$ cat src/hdl/sr_trig_params.svh
// constants and timing counts of the trigger/disable control block
// What this block does
// RULE1 - trigger high forces gate drive off
// RULE2 - ignore trigger during blanking after turn-on
// RULE3 - trigger outranks sense outside blanking
// RULE4 - long trigger high enters disable mode
// RULE5 - trigger low long enough exits disable
// RULE6 - turn on only on falling sense, trigger low
// RULE7 - trigger high at blank expiry turns off
// RULE8 - trigger pulse ended in blanking is filtered
// RULE9 - late narrow trigger gives blank-length pulse
// RULE10 - trigger overrides minimum conduction time
// RULE11 - sense turn-off only after minimum conduction
// RULE12 - drive held low through wake recovery
// RULE13 - drive held low entering disable mode
// RULE14 - minimum off time completes before next pulse
// RULE15 - off timer restarts above rearm, clears below
// RULE16 - separate configurable timers on internal clock
// RULE17 - inputs synchronised before state machine use
`ifndef SR_TRIG_PARAMS_SVH
`define SR_TRIG_PARAMS_SVH
`define CLK_PERIOD_NS 40
`define TRIG_BLANK_NS 120
`define MIN_COND_NS 400
`define MIN_OFF_NS 400
`define DIS_ENTRY_NS 2000
`define DIS_EXIT_NS 1000
`define WAKE_REC_NS 4000
`define CNT_W 8
`define CYC_UP(t) ((((t) + `CLK_PERIOD_NS - 1) / `CLK_PERIOD_NS) < 1 ? 1 : \
	(((t) + `CLK_PERIOD_NS - 1) / `CLK_PERIOD_NS))
`define BLANK_CYC `CYC_UP(`TRIG_BLANK_NS)
`define MIN_COND_CYC `CYC_UP(`MIN_COND_NS)
`define MIN_OFF_CYC `CYC_UP(`MIN_OFF_NS)
`define DIS_ENTRY_CYC `CYC_UP(`DIS_ENTRY_NS)
`define DIS_EXIT_CYC `CYC_UP(`DIS_EXIT_NS)
`define WAKE_REC_CYC `CYC_UP(`WAKE_REC_NS)
`endif

$ cat src/hdl/sr_trig_pkg.sv
// types of the trigger/disable control block
package sr_trig_pkg;
	typedef enum logic [4:0] {
		ST_ARM = 5'h01,
		ST_ON = 5'h02,
		ST_OFF = 5'h04,
		ST_DIS = 5'h08,
		ST_REC = 5'h10
	} drv_state_t;
endpackage

$ cat src/hdl/sr_sync_if.sv
// synchronised input bundle between synchroniser and controller
`timescale 1ns/10ps
interface sr_sync_if;
	logic trig;
	logic sense_on;
	logic sense_off;
	logic sense_rearm;
	modport src (output trig, output sense_on, output sense_off, output sense_rearm);
	modport dst (input trig, input sense_on, input sense_off, input sense_rearm);
endinterface

$ cat src/hdl/sr_in_sync.sv
// two-stage synchroniser for the trigger and comparator inputs
`timescale 1ns/10ps
module sr_in_sync (
	input wire logic sys_clk,
	input wire logic nrst,
	input wire logic [3:0] raw_in,
	sr_sync_if.src outs
);
	typedef struct packed {
		logic [3:0] s1;
		logic [3:0] s2;
	} sync_state_t;
	sync_state_t st_r, st_nxt;
	always_comb begin
		st_nxt.s1 = raw_in;
		st_nxt.s2 = st_r.s1;
	end
	always_ff @(posedge sys_clk or negedge nrst) begin
		if (!nrst) begin
			st_r <= '0;
		end else begin
			st_r <= st_nxt; // see RULE17
		end
	end
	assign outs.trig = st_r.s2[0];
	assign outs.sense_on = st_r.s2[1];
	assign outs.sense_off = st_r.s2[2];
	assign outs.sense_rearm = st_r.s2[3];
endmodule

$ cat src/hdl/sr_trigger_disable_logic.sv
// gate drive control around the trigger/disable input
`timescale 1ns/10ps
`include "sr_trig_params.svh"
module sr_trigger_disable_logic
	import sr_trig_pkg::*;
(
	input wire logic sys_clk,
	input wire logic nrst,
	input wire logic trigger_disable_input,
	input wire logic sense_below_on,
	input wire logic sense_above_off,
	input wire logic sense_above_rearm,
	output logic gate_drive_output,
	output logic disable_mode
);
	localparam logic [`CNT_W-1:0] BLANK_C = `CNT_W'(`BLANK_CYC); // see RULE16
	localparam logic [`CNT_W-1:0] COND_C = `CNT_W'(`MIN_COND_CYC);
	localparam logic [`CNT_W-1:0] OFF_C = `CNT_W'(`MIN_OFF_CYC);
	localparam logic [`CNT_W-1:0] ENTRY_C = `CNT_W'(`DIS_ENTRY_CYC);
	localparam logic [`CNT_W-1:0] EXIT_C = `CNT_W'(`DIS_EXIT_CYC);
	localparam logic [`CNT_W-1:0] REC_C = `CNT_W'(`WAKE_REC_CYC);

	sr_sync_if sy ();

	sr_in_sync sr_in_sync_i (
		.sys_clk(sys_clk),
		.nrst(nrst),
		.raw_in({sense_above_rearm, sense_above_off, sense_below_on, trigger_disable_input}),
		.outs(sy.src)
	);

	typedef struct packed {
		drv_state_t st;
		logic drv;
		logic dis;
		logic on_prev;
		logic off_done;
		logic [`CNT_W-1:0] blank_cnt;
		logic [`CNT_W-1:0] cond_cnt;
		logic [`CNT_W-1:0] off_cnt;
		logic [`CNT_W-1:0] hi_cnt;
		logic [`CNT_W-1:0] lo_cnt;
		logic [`CNT_W-1:0] rec_cnt;
	} ctl_state_t;

	ctl_state_t s_r, s_nxt;

	function automatic logic [`CNT_W-1:0] dec_sat(input logic [`CNT_W-1:0] v);
		dec_sat = (v == '0) ? '0 : v - `CNT_W'(1);
	endfunction

	function automatic logic [`CNT_W-1:0] inc_sat(input logic [`CNT_W-1:0] v);
		inc_sat = (v == '1) ? v : v + `CNT_W'(1);
	endfunction

	logic on_edge;
	logic blanking;
	assign on_edge = sy.sense_on && !s_r.on_prev;
	assign blanking = s_r.blank_cnt != '0;

	always_comb begin
		s_nxt = s_r;
		s_nxt.on_prev = sy.sense_on;
		s_nxt.blank_cnt = dec_sat(s_r.blank_cnt);
		s_nxt.cond_cnt = dec_sat(s_r.cond_cnt);
		// trigger high/low duration counters for disable entry and exit
		s_nxt.hi_cnt = sy.trig ? inc_sat(s_r.hi_cnt) : '0; // see RULE4
		s_nxt.lo_cnt = sy.trig ? '0 : inc_sat(s_r.lo_cnt); // see RULE5
		// minimum off timer runs only while sense is above rearm level
		if (!sy.sense_rearm) begin
			s_nxt.off_cnt = '0; // see RULE15
		end else if (s_r.off_cnt != OFF_C) begin
			s_nxt.off_cnt = s_r.off_cnt + `CNT_W'(1); // see RULE15
		end
		if (s_r.st == ST_ON) begin
			s_nxt.off_done = 1'b0;
		end else if (s_nxt.off_cnt == OFF_C) begin
			s_nxt.off_done = 1'b1;
		end
		unique case (s_r.st)
			ST_ARM: begin
				if (s_r.hi_cnt >= ENTRY_C) begin
					s_nxt.st = ST_DIS; // see RULE4
					s_nxt.dis = 1'b1;
					s_nxt.drv = 1'b0; // see RULE13
				end else if (on_edge && !sy.trig && s_r.off_done) begin
					s_nxt.st = ST_ON; // see RULE6
					s_nxt.drv = 1'b1;
					// counters hold the cycles left after the turn-on cycle itself
					s_nxt.blank_cnt = BLANK_C - `CNT_W'(1); // see RULE2 RULE9
					s_nxt.cond_cnt = COND_C - `CNT_W'(1); // see RULE11
				end
			end
			ST_ON: begin
				if (!blanking && sy.trig) begin
					// covers expiry with trigger high and plain override
					s_nxt.st = ST_OFF; // see RULE1 RULE3 RULE7 RULE8 RULE9 RULE10
					s_nxt.drv = 1'b0;
					s_nxt.off_done = 1'b0;
				end else if (!blanking && s_r.cond_cnt == '0 && sy.sense_off) begin
					s_nxt.st = ST_OFF; // see RULE11
					s_nxt.drv = 1'b0;
					s_nxt.off_done = 1'b0;
				end
			end
			ST_OFF: begin
				s_nxt.st = ST_ARM; // see RULE14
				s_nxt.off_cnt = '0;
				s_nxt.off_done = 1'b0;
			end
			ST_DIS: begin
				s_nxt.drv = 1'b0;
				if (s_r.lo_cnt >= EXIT_C) begin
					s_nxt.st = ST_REC; // see RULE5
					s_nxt.rec_cnt = REC_C;
				end
			end
			ST_REC: begin
				s_nxt.drv = 1'b0; // see RULE12
				s_nxt.rec_cnt = dec_sat(s_r.rec_cnt);
				s_nxt.off_cnt = '0;
				s_nxt.off_done = 1'b0;
				if (s_r.rec_cnt == `CNT_W'(1)) begin
					s_nxt.st = ST_ARM;
					s_nxt.dis = 1'b0;
				end
			end
			default: begin
				s_nxt.st = ST_ARM;
				s_nxt.drv = 1'b0;
			end
		endcase
	end

	always_ff @(posedge sys_clk or negedge nrst) begin
		if (!nrst) begin
			s_r <= '{st: ST_ARM, default: '0};
		end else begin
			s_r <= s_nxt;
		end
	end

	assign gate_drive_output = s_r.drv;
	assign disable_mode = s_r.dis;

	property p_blank_hold;
		@(posedge sys_clk) disable iff (!nrst)
		$rose(s_r.drv) |-> s_r.drv [*3];
	endproperty
	a_blank_hold: assert property (p_blank_hold) else $error("drive dropped in blanking"); // see RULE2

	property p_blank_len;
		@(posedge sys_clk) disable iff (!nrst)
		($rose(s_r.drv) ##2 sy.trig) |=> !s_r.drv;
	endproperty
	a_blank_len: assert property (p_blank_len) else $error("blank too long"); // see RULE9

	property p_trig_off;
		@(posedge sys_clk) disable iff (!nrst)
		(s_r.st == ST_ON && !blanking && sy.trig) |=> !s_r.drv;
	endproperty
	a_trig_off: assert property (p_trig_off) else $error("trigger did not stop drive"); // see RULE3

	property p_on_cond;
		@(posedge sys_clk) disable iff (!nrst)
		$rose(s_r.drv) |-> $past(on_edge) && !$past(sy.trig);
	endproperty
	a_on_cond: assert property (p_on_cond) else $error("illegal drive turn-on"); // see RULE6

	property p_min_cond;
		@(posedge sys_clk) disable iff (!nrst)
		($fell(s_r.drv) && !$past(sy.trig)) |-> $past(s_r.cond_cnt) == '0;
	endproperty
	a_min_cond: assert property (p_min_cond) else $error("sense off before min time"); // see RULE11

	property p_dis_low;
		@(posedge sys_clk) disable iff (!nrst)
		s_r.dis |-> !s_r.drv;
	endproperty
	a_dis_low: assert property (p_dis_low) else $error("drive high in disable"); // see RULE13

	property p_rec_low;
		@(posedge sys_clk) disable iff (!nrst)
		(s_r.st == ST_REC) |-> !s_r.drv;
	endproperty
	a_rec_low: assert property (p_rec_low) else $error("drive high in recovery"); // see RULE12

	property p_off_done;
		@(posedge sys_clk) disable iff (!nrst)
		$rose(s_r.drv) |-> $past(s_r.off_done);
	endproperty
	a_off_done: assert property (p_off_done) else $error("on before min off time"); // see RULE14

	property p_rearm_clr;
		@(posedge sys_clk) disable iff (!nrst)
		!sy.sense_rearm |=> s_r.off_cnt == '0;
	endproperty
	a_rearm_clr: assert property (p_rearm_clr) else $error("off timer not cleared"); // see RULE15

	property p_entry;
		@(posedge sys_clk) disable iff (!nrst)
		(s_r.st == ST_ARM && s_r.hi_cnt >= ENTRY_C) |=> s_r.dis;
	endproperty
	a_entry: assert property (p_entry) else $error("disable not entered"); // see RULE4
endmodule

$ cat config.mk
export PLATFORM = sky130hd
export DESIGN_NAME = sr_trigger_disable_logic
export DESIGN_NICKNAME = d
export VERILOG_FILES = /design/src/hdl/sr_trig_pkg.sv /design/src/hdl/sr_sync_if.sv /design/src/hdl/sr_in_sync.sv /design/src/hdl/sr_trigger_disable_logic.sv
export VERILOG_INCLUDE_DIRS = /design/src /design/src/hdl
export SDC_FILE = /design/constraint.sdc
export NUM_CORES = 1
export LEC_CHECK = 0
export BUFFER_PORTS_ARGS = -buffer_cell sky130_fd_sc_hd__buf_2
export CORE_ASPECT_RATIO = 0.9
export CORE_MARGIN = 5
export CORE_UTILIZATION = 56
export CTS_CLUSTER_SIZE = 16
export DETAILED_ROUTE_END_ITERATION = 6
export PLACE_DENSITY_LB_ADDON = 0.3
export SKIP_LAST_GASP = 1
export SYNTH_ARGS = -nofsm -noshare
export SYNTH_HDL_FRONTEND = slang
export SYNTH_SLANG_ARGS = --single-unit
$ cat constraint.sdc
create_clock -name sys_clk -period 1.99 [get_ports sys_clk]
set_input_delay 0.398 -clock sys_clk [delete_from_list [all_inputs] [get_ports sys_clk]]
set_output_delay 0.398 -clock sys_clk [all_outputs]
set_load 0.005 [all_outputs]
==> flow_summary.ini, run 1 <==
[sta]
finalClockSkew_ns = 0.006815
worst_pin_slew_ns = 0.4514
fmax_mhz = 521.7
drv_slew = 0
period_needed_ns = 1.917
final-setup-viol-count = 0
hold_viol = 0
relSlewSlack = 0.6968
final.setup.tns_ns = 0
period_share = 0.9632

[yosys]
syn_nets = 341
synth-edff-count = 0
ys_seq_area_frac = 0.5130
synth_cells = 323
async_flop_share = 1.000
yosysWarnings = 0
synth-seq-cells = 65
synth-main-ff-cell = dfrtp_1
ys_types = 50
syn-cell-area_sq_um = 3173
avgSynthCellArea_sq_um = 9.824

[power]
pwr-share-comb = 0.191
p_int_mw = 2.320
p_per_area_nw_per_um2 = 919.8
peakVddDrop_uv = 690.2
netSwitchingFraction = 0.3143
switchingPower_mw = 1.064
p_leak_nw = 1.694
clock_power_share = 0.302
power_frac_seq = 0.507

[critical_path]
worst-path-max-fanout = 5
critPathSlowestCell = or4_4
worstPathArrival_ns = 2.18
path_cells = buf_6 -> or4_4 -> a311oi_4 -> nand3_2 -> buf_4 -> o21ai_0
end_kind = register
path_class = register to register
max_stage_delay_ns = 0.54
worstSetupStartpointType = register
crit_required_ns = 2.25
reg2reg_depth = 6

[clocking]
tritoncts = built
cts_buffers = 9
cts.hold.buffers_added = 0
clk_path_buf_depth = 2
clock_sinks = 65
clk_pin_slew_ns = 0.08
htreeDepth = 3
clk_latency_ns = 0.34
ctsRootBufferMaster = clkbuf_8

[routing]
vias = 2418
route.detailed.drc = 0
routed_wl_mm = 6.132
viasPerCell = 5.597
firstDrtPassIters = 4
first_iter_violations = 108
drtAntennaViolNets = 0
wl_per_cell_um = 14.19

[final_layout]
most-common-layout-cells = dfrtp_1 (63), nor2_1 (40), nand2_1 (28)
final_common_cell = dfrtp_1
syn_to_final_growth_pct = 15.93
drive_above_1_share = 0.1602
fin_util = 0.6574
antenna_cells = 0
final_cell_area_sq_um = 3679
stdcell_count = 432
fin_nets = 375

[job]
maxCapViolCount = 0

[grt]
grt_pass1_wl_mm = 10.92
grt_pass1_vias = 2426
grt_max_degree = 66
overflow = 0
antenna_found_initial = 0
grt_usage = 0.1951

[placed_design]
placedCellCount = 414
post_dp_cell_area_sq_um = 3432
dp_hpwl_mm = 4.162
place_congestion = 0.8659
io_buffers = 7

[floorplan]
chipWidth_um = 89.35
die-area_sq_um = 7274
initial_core_util = 0.5671
rows = 26
fp.dieH_um = 81.41
core-area_sq_um = 5595
ioPinCount = 8

[worst_hold_path]
worst_hold_path_type = primary input to async pin

[outcome]
status = complete, no violations
[final cells by class]
cell class / instances / area [sq um]
fillers: 461 / 1917
flip-flops and latches: 65 / 1629
multi-input cells: 240 / 1530
repair buffers: 26 / 193.9
clock buffers: 10 / 137.6
well taps: 70 / 87.58
inverters: 15 / 56.30
clock inverters: 6 / 43.79
[cells by family after synthesis]
family                     after synthesis  synth area share
muxes                                    2          0.006309
DFF                                     65            0.5130
xor gates and xnor gates                22           0.06073
AOI/OAI and AO/OA                       47           0.09621
buffers and inverters                   18           0.02168
and+or+nand+nor                        157            0.2547
adders and majority gates               12           0.04732
[cells in the mapped netlist, types with 3 or more instances]
cell	n	area share
ha_1	12	0.047
inv_1	15	0.018
and2_1	5	0.0099
or3_1	3	0.0059
nand4_1	9	0.018
nor3_1	14	0.022
a21oi_1	10	0.016
nor3b_1	5	0.012
xnor2_1	14	0.039
nand3_1	20	0.032
nor2_1	41	0.049
dfrtp_1	64	0.50
nand3b_1	4	0.0095
o21ai_0	16	0.025
and3_1	8	0.016
a31oi_1	4	0.0079
xor2_1	8	0.022
nand2_1	29	0.034
[worst max-delay path: cells and delay by family (launching register included)]
| kind | cells | cell delay [ns] |
|---|---|---|
| AOI/OAI and AO/OA | 2 | 0.44 |
| buffers and inverters | 2 | 0.31 |
| and+or+nand+nor | 2 | 0.69 |
| DFF | 1 | 0.40 |
[power groups by stage]
stage               clock network, mW  logic, mW  registers, mW
finish                           1.02      0.645           1.72
global route                     1.11      0.737           1.75
CTS                              1.04      0.633           1.71
detailed placement                  0      0.634           1.73
global placement                    0      0.600           1.73
floorplan                           0      0.467           1.69
[final timing paths]
kind / start / endpoint / slack (ns)
setup / recovery: s_r[17] / s_r[32] / 0.07
hold / removal: nrst / s_r[44] / 0.07
setup reg to reg: s_r[17] / s_r[32] / 0.07
hold reg to reg: sr_in_sync_i.st_nxt[0] / sr_in_sync_i.outs.trig / 0.35
max in group asynchronous: nrst / s_r[52] / 1.61
min in group sys_clk: sense_above_off / sr_in_sync_i.st_nxt[2] / 0.16
[flip-flops by register name, indices dropped and copies added (netlist names)]
register / flops
gate_drive_output: 1
s_r: 55
sr_in_sync_i.outs.sense_off: 1
sr_in_sync_i.outs.trig: 1
sr_in_sync_i.st_nxt: 4
sr_in_sync_i.outs.sense_on: 1
disable_mode: 1
sr_in_sync_i.outs.sense_rearm: 1
[through the flow]
stage	power, mW	hold slack [ns]	setup WS, ns
3_3_place_gp	2.328	0.3314	-0.03560
5_1_grt	3.600	0.09080	-0.007847
3_5_place_dp	2.366	0.3395	-0.09921
4_1_cts	3.381	0.07388	0.03051
2_1_floorplan	2.161	0.1024	0.02262
6_report	3.384	0.06659	0.07333
[routing by layer]
layer / global-route usage / wire length (um) / up-vias
met5: 0 / 0 / -
met4: 0.05208 / 64 / 0
met3: 0.05115 / 186 / 8
met2: 0.3144 / 2900 / 35
met1: 0.2632 / 2979 / 1158
li1: - / - / 1217
[what timing repair did]
action | 4_1_cts | 5_1_grt
pin swaps | 1 | 6
buffers inserted | 0 | 2
setup endpoints to repair | 14 | 18
resized for setup | 2 | 9
(Power assumes the default switching activity.)
==> run 2: changes to the inputs <==
--- a/config.mk
+++ b/config.mk
@@ -12,7 +12,8 @@
 export CORE_UTILIZATION = 56
 export CTS_CLUSTER_SIZE = 16
 export DETAILED_ROUTE_END_ITERATION = 6
-export PLACE_DENSITY_LB_ADDON = 0.3
+export HOLD_SLACK_MARGIN = 0.1
+export PLACE_DENSITY = 0.75
 export SKIP_LAST_GASP = 1
 export SYNTH_ARGS = -nofsm -noshare
 export SYNTH_HDL_FRONTEND = slang
==> flow_summary.ini, run 2 (synthesis results as in run 1) <==
[final_layout]
fin_util = 0.6610
syn_to_final_growth_pct = 16.56
antenna_cells = 0
largest_register_ffs = 55
most-common-layout-cells = dfrtp_1 (64), nor2_1 (40), nand2_1 (28)
final_common_cell = dfrtp_1
drive_above_1_share = 0.1575
stdcell_count = 432
fin_nets = 375
top_register = s_r

[routing]
viasPerCell = 5.646
drtAntennaViolNets = 0
wl_per_cell_um = 14.11
route.detailed.drc = 0
firstDrtPassIters = 4
first_iter_violations = 132
routed_wl_mm = 6.094
vias = 2439

[sta]
relSlewSlack = 0.6514
hold_viol = 0
final-setup-viol-count = 0
layout_setup_ws_ns = 0.04433
finalClockSkew_ns = 0.005567
drv_slew = 0
period_share = 0.9777
rsz0062_at_grt = true
fmax_mhz = 514.0
period_needed_ns = 1.946
worst_pin_slew_ns = 0.5158

[outcome]
status = complete, no violations

[clocking]
clock_sinks = 65
htreeDepth = 3
clk_latency_ns = 0.33
clk_path_buf_depth = 2
tritoncts = built
ctsRootBufferMaster = clkbuf_8
cts_buffers = 9
clk_pin_slew_ns = 0.07

[power]
p_leak_nw = 1.714
p_per_area_nw_per_um2 = 930.1
peakVddDrop_uv = 864.3

[placed_design]
dp_hpwl_mm = 4.115
io_buffers = 7
place_congestion = 0.8549
dp_slack_ns = -0.09689
placedCellCount = 413

[grt]
grt_pass1_wl_mm = 10.78
grt_max_degree = 66
grt_pass1_vias = 2455
overflow = 0
antenna_found_initial = 0
grt_usage = 0.1919

[floorplan]
die-area_sq_um = 7274
initial_core_util = 0.5671
fp.dieH_um = 81.41
rows = 26
chipWidth_um = 89.35
ioPinCount = 8
core-area_sq_um = 5595

[critical_path]
worstPathArrival_ns = 2.16
cp_num_buf_inv = 1
r2r-start = s_r[17]
cp-startpoint = s_r[17]
path_class = register to register
path_cells = buf_6 -> or4_4 -> a311oi_4 -> and3_2 -> nor3_1
worstSetupStartpointType = register
end_kind = register
crit_required_ns = 2.21
critPathSlowestCell = or4_4
max_stage_delay_ns = 0.54
worst-path-max-fanout = 7
crit_family = simple AND/OR/NAND/NOR gates

[job]
maxCapViolCount = 0

[worst_hold_path]
hp-start = sense_above_rearm
worst_hold_path_type = primary input to register
## run 2: metal layers
layer	vias to the layer above	part of all wire	GRT usage	routed length, um
met5	-	0	0	0
met4	0	0.011	0.06399	70
met3	9	0.032	0.05015	192
met2	30	0.48	0.3130	2941
met1	1185	0.47	0.2497	2891
li1	1215	-	-	-
## run 2: path summary, 6_finish.rpt
path | end | slack (ns) | cells past startpoint
max | s_r[34] | 0.04 | 5
min | sr_in_sync_i.st_nxt[3] | 0.17 | 1
max reg2reg | s_r[34] | 0.04 | 5
min reg2reg | sr_in_sync_i.outs.sense_on | 0.35 | 0
max in group asynchronous | s_r[52] | 1.07 | 3
min in group asynchronous | s_r[24] | 0.60 | 3
## run 2: repair_timing
action                     CTS  global route
setup endpoints to repair   13            19
resized for setup            1            13
setup buffers                0             2
pin swaps                    1             6
hold endpoints to repair    51             0
hold buffers                 1             0
## run 2: power by group
group          internal (mW)  switching (mW)  total [mW]  leakage [nW]
Sequential              1.52           0.213        1.74         0.847
Clock                  0.554           0.478        1.03        0.0927
Combinational          0.331           0.341       0.671         0.775
## run 2: stage by stage
| stage | hold slack, ns | total power [mW] | instance area [sq um] | TNS, ns |
|---|---|---|---|---|
| final | 0.1659 | 3.440 | 3699 | 0 |
| after CTS | 0.1552 | 3.413 | 3621 | 0 |
| after global routing | 0.1432 | 3.672 | 3699 | -0.2961 |
| after floorplan | 0.1024 | 2.161 | 3182 | 0 |
| after detailed placement | 0.3355 | 2.365 | 3425 | -0.6059 |
| after global placement | 0.3331 | 2.329 | 3425 | -0.2825 |
## run 2: final cells by class
| class | count | area (sq um) |
|---|---|---|
| fill | 461 | 1897 |
| sequential | 65 | 1628 |
| multi-input combinational | 240 | 1541 |
| timing repair buffer | 26 | 200.2 |
| clock buffer | 14 | 172.7 |
| tap | 70 | 87.58 |
| inverter | 15 | 56.30 |
| clock inverter | 2 | 12.51 |
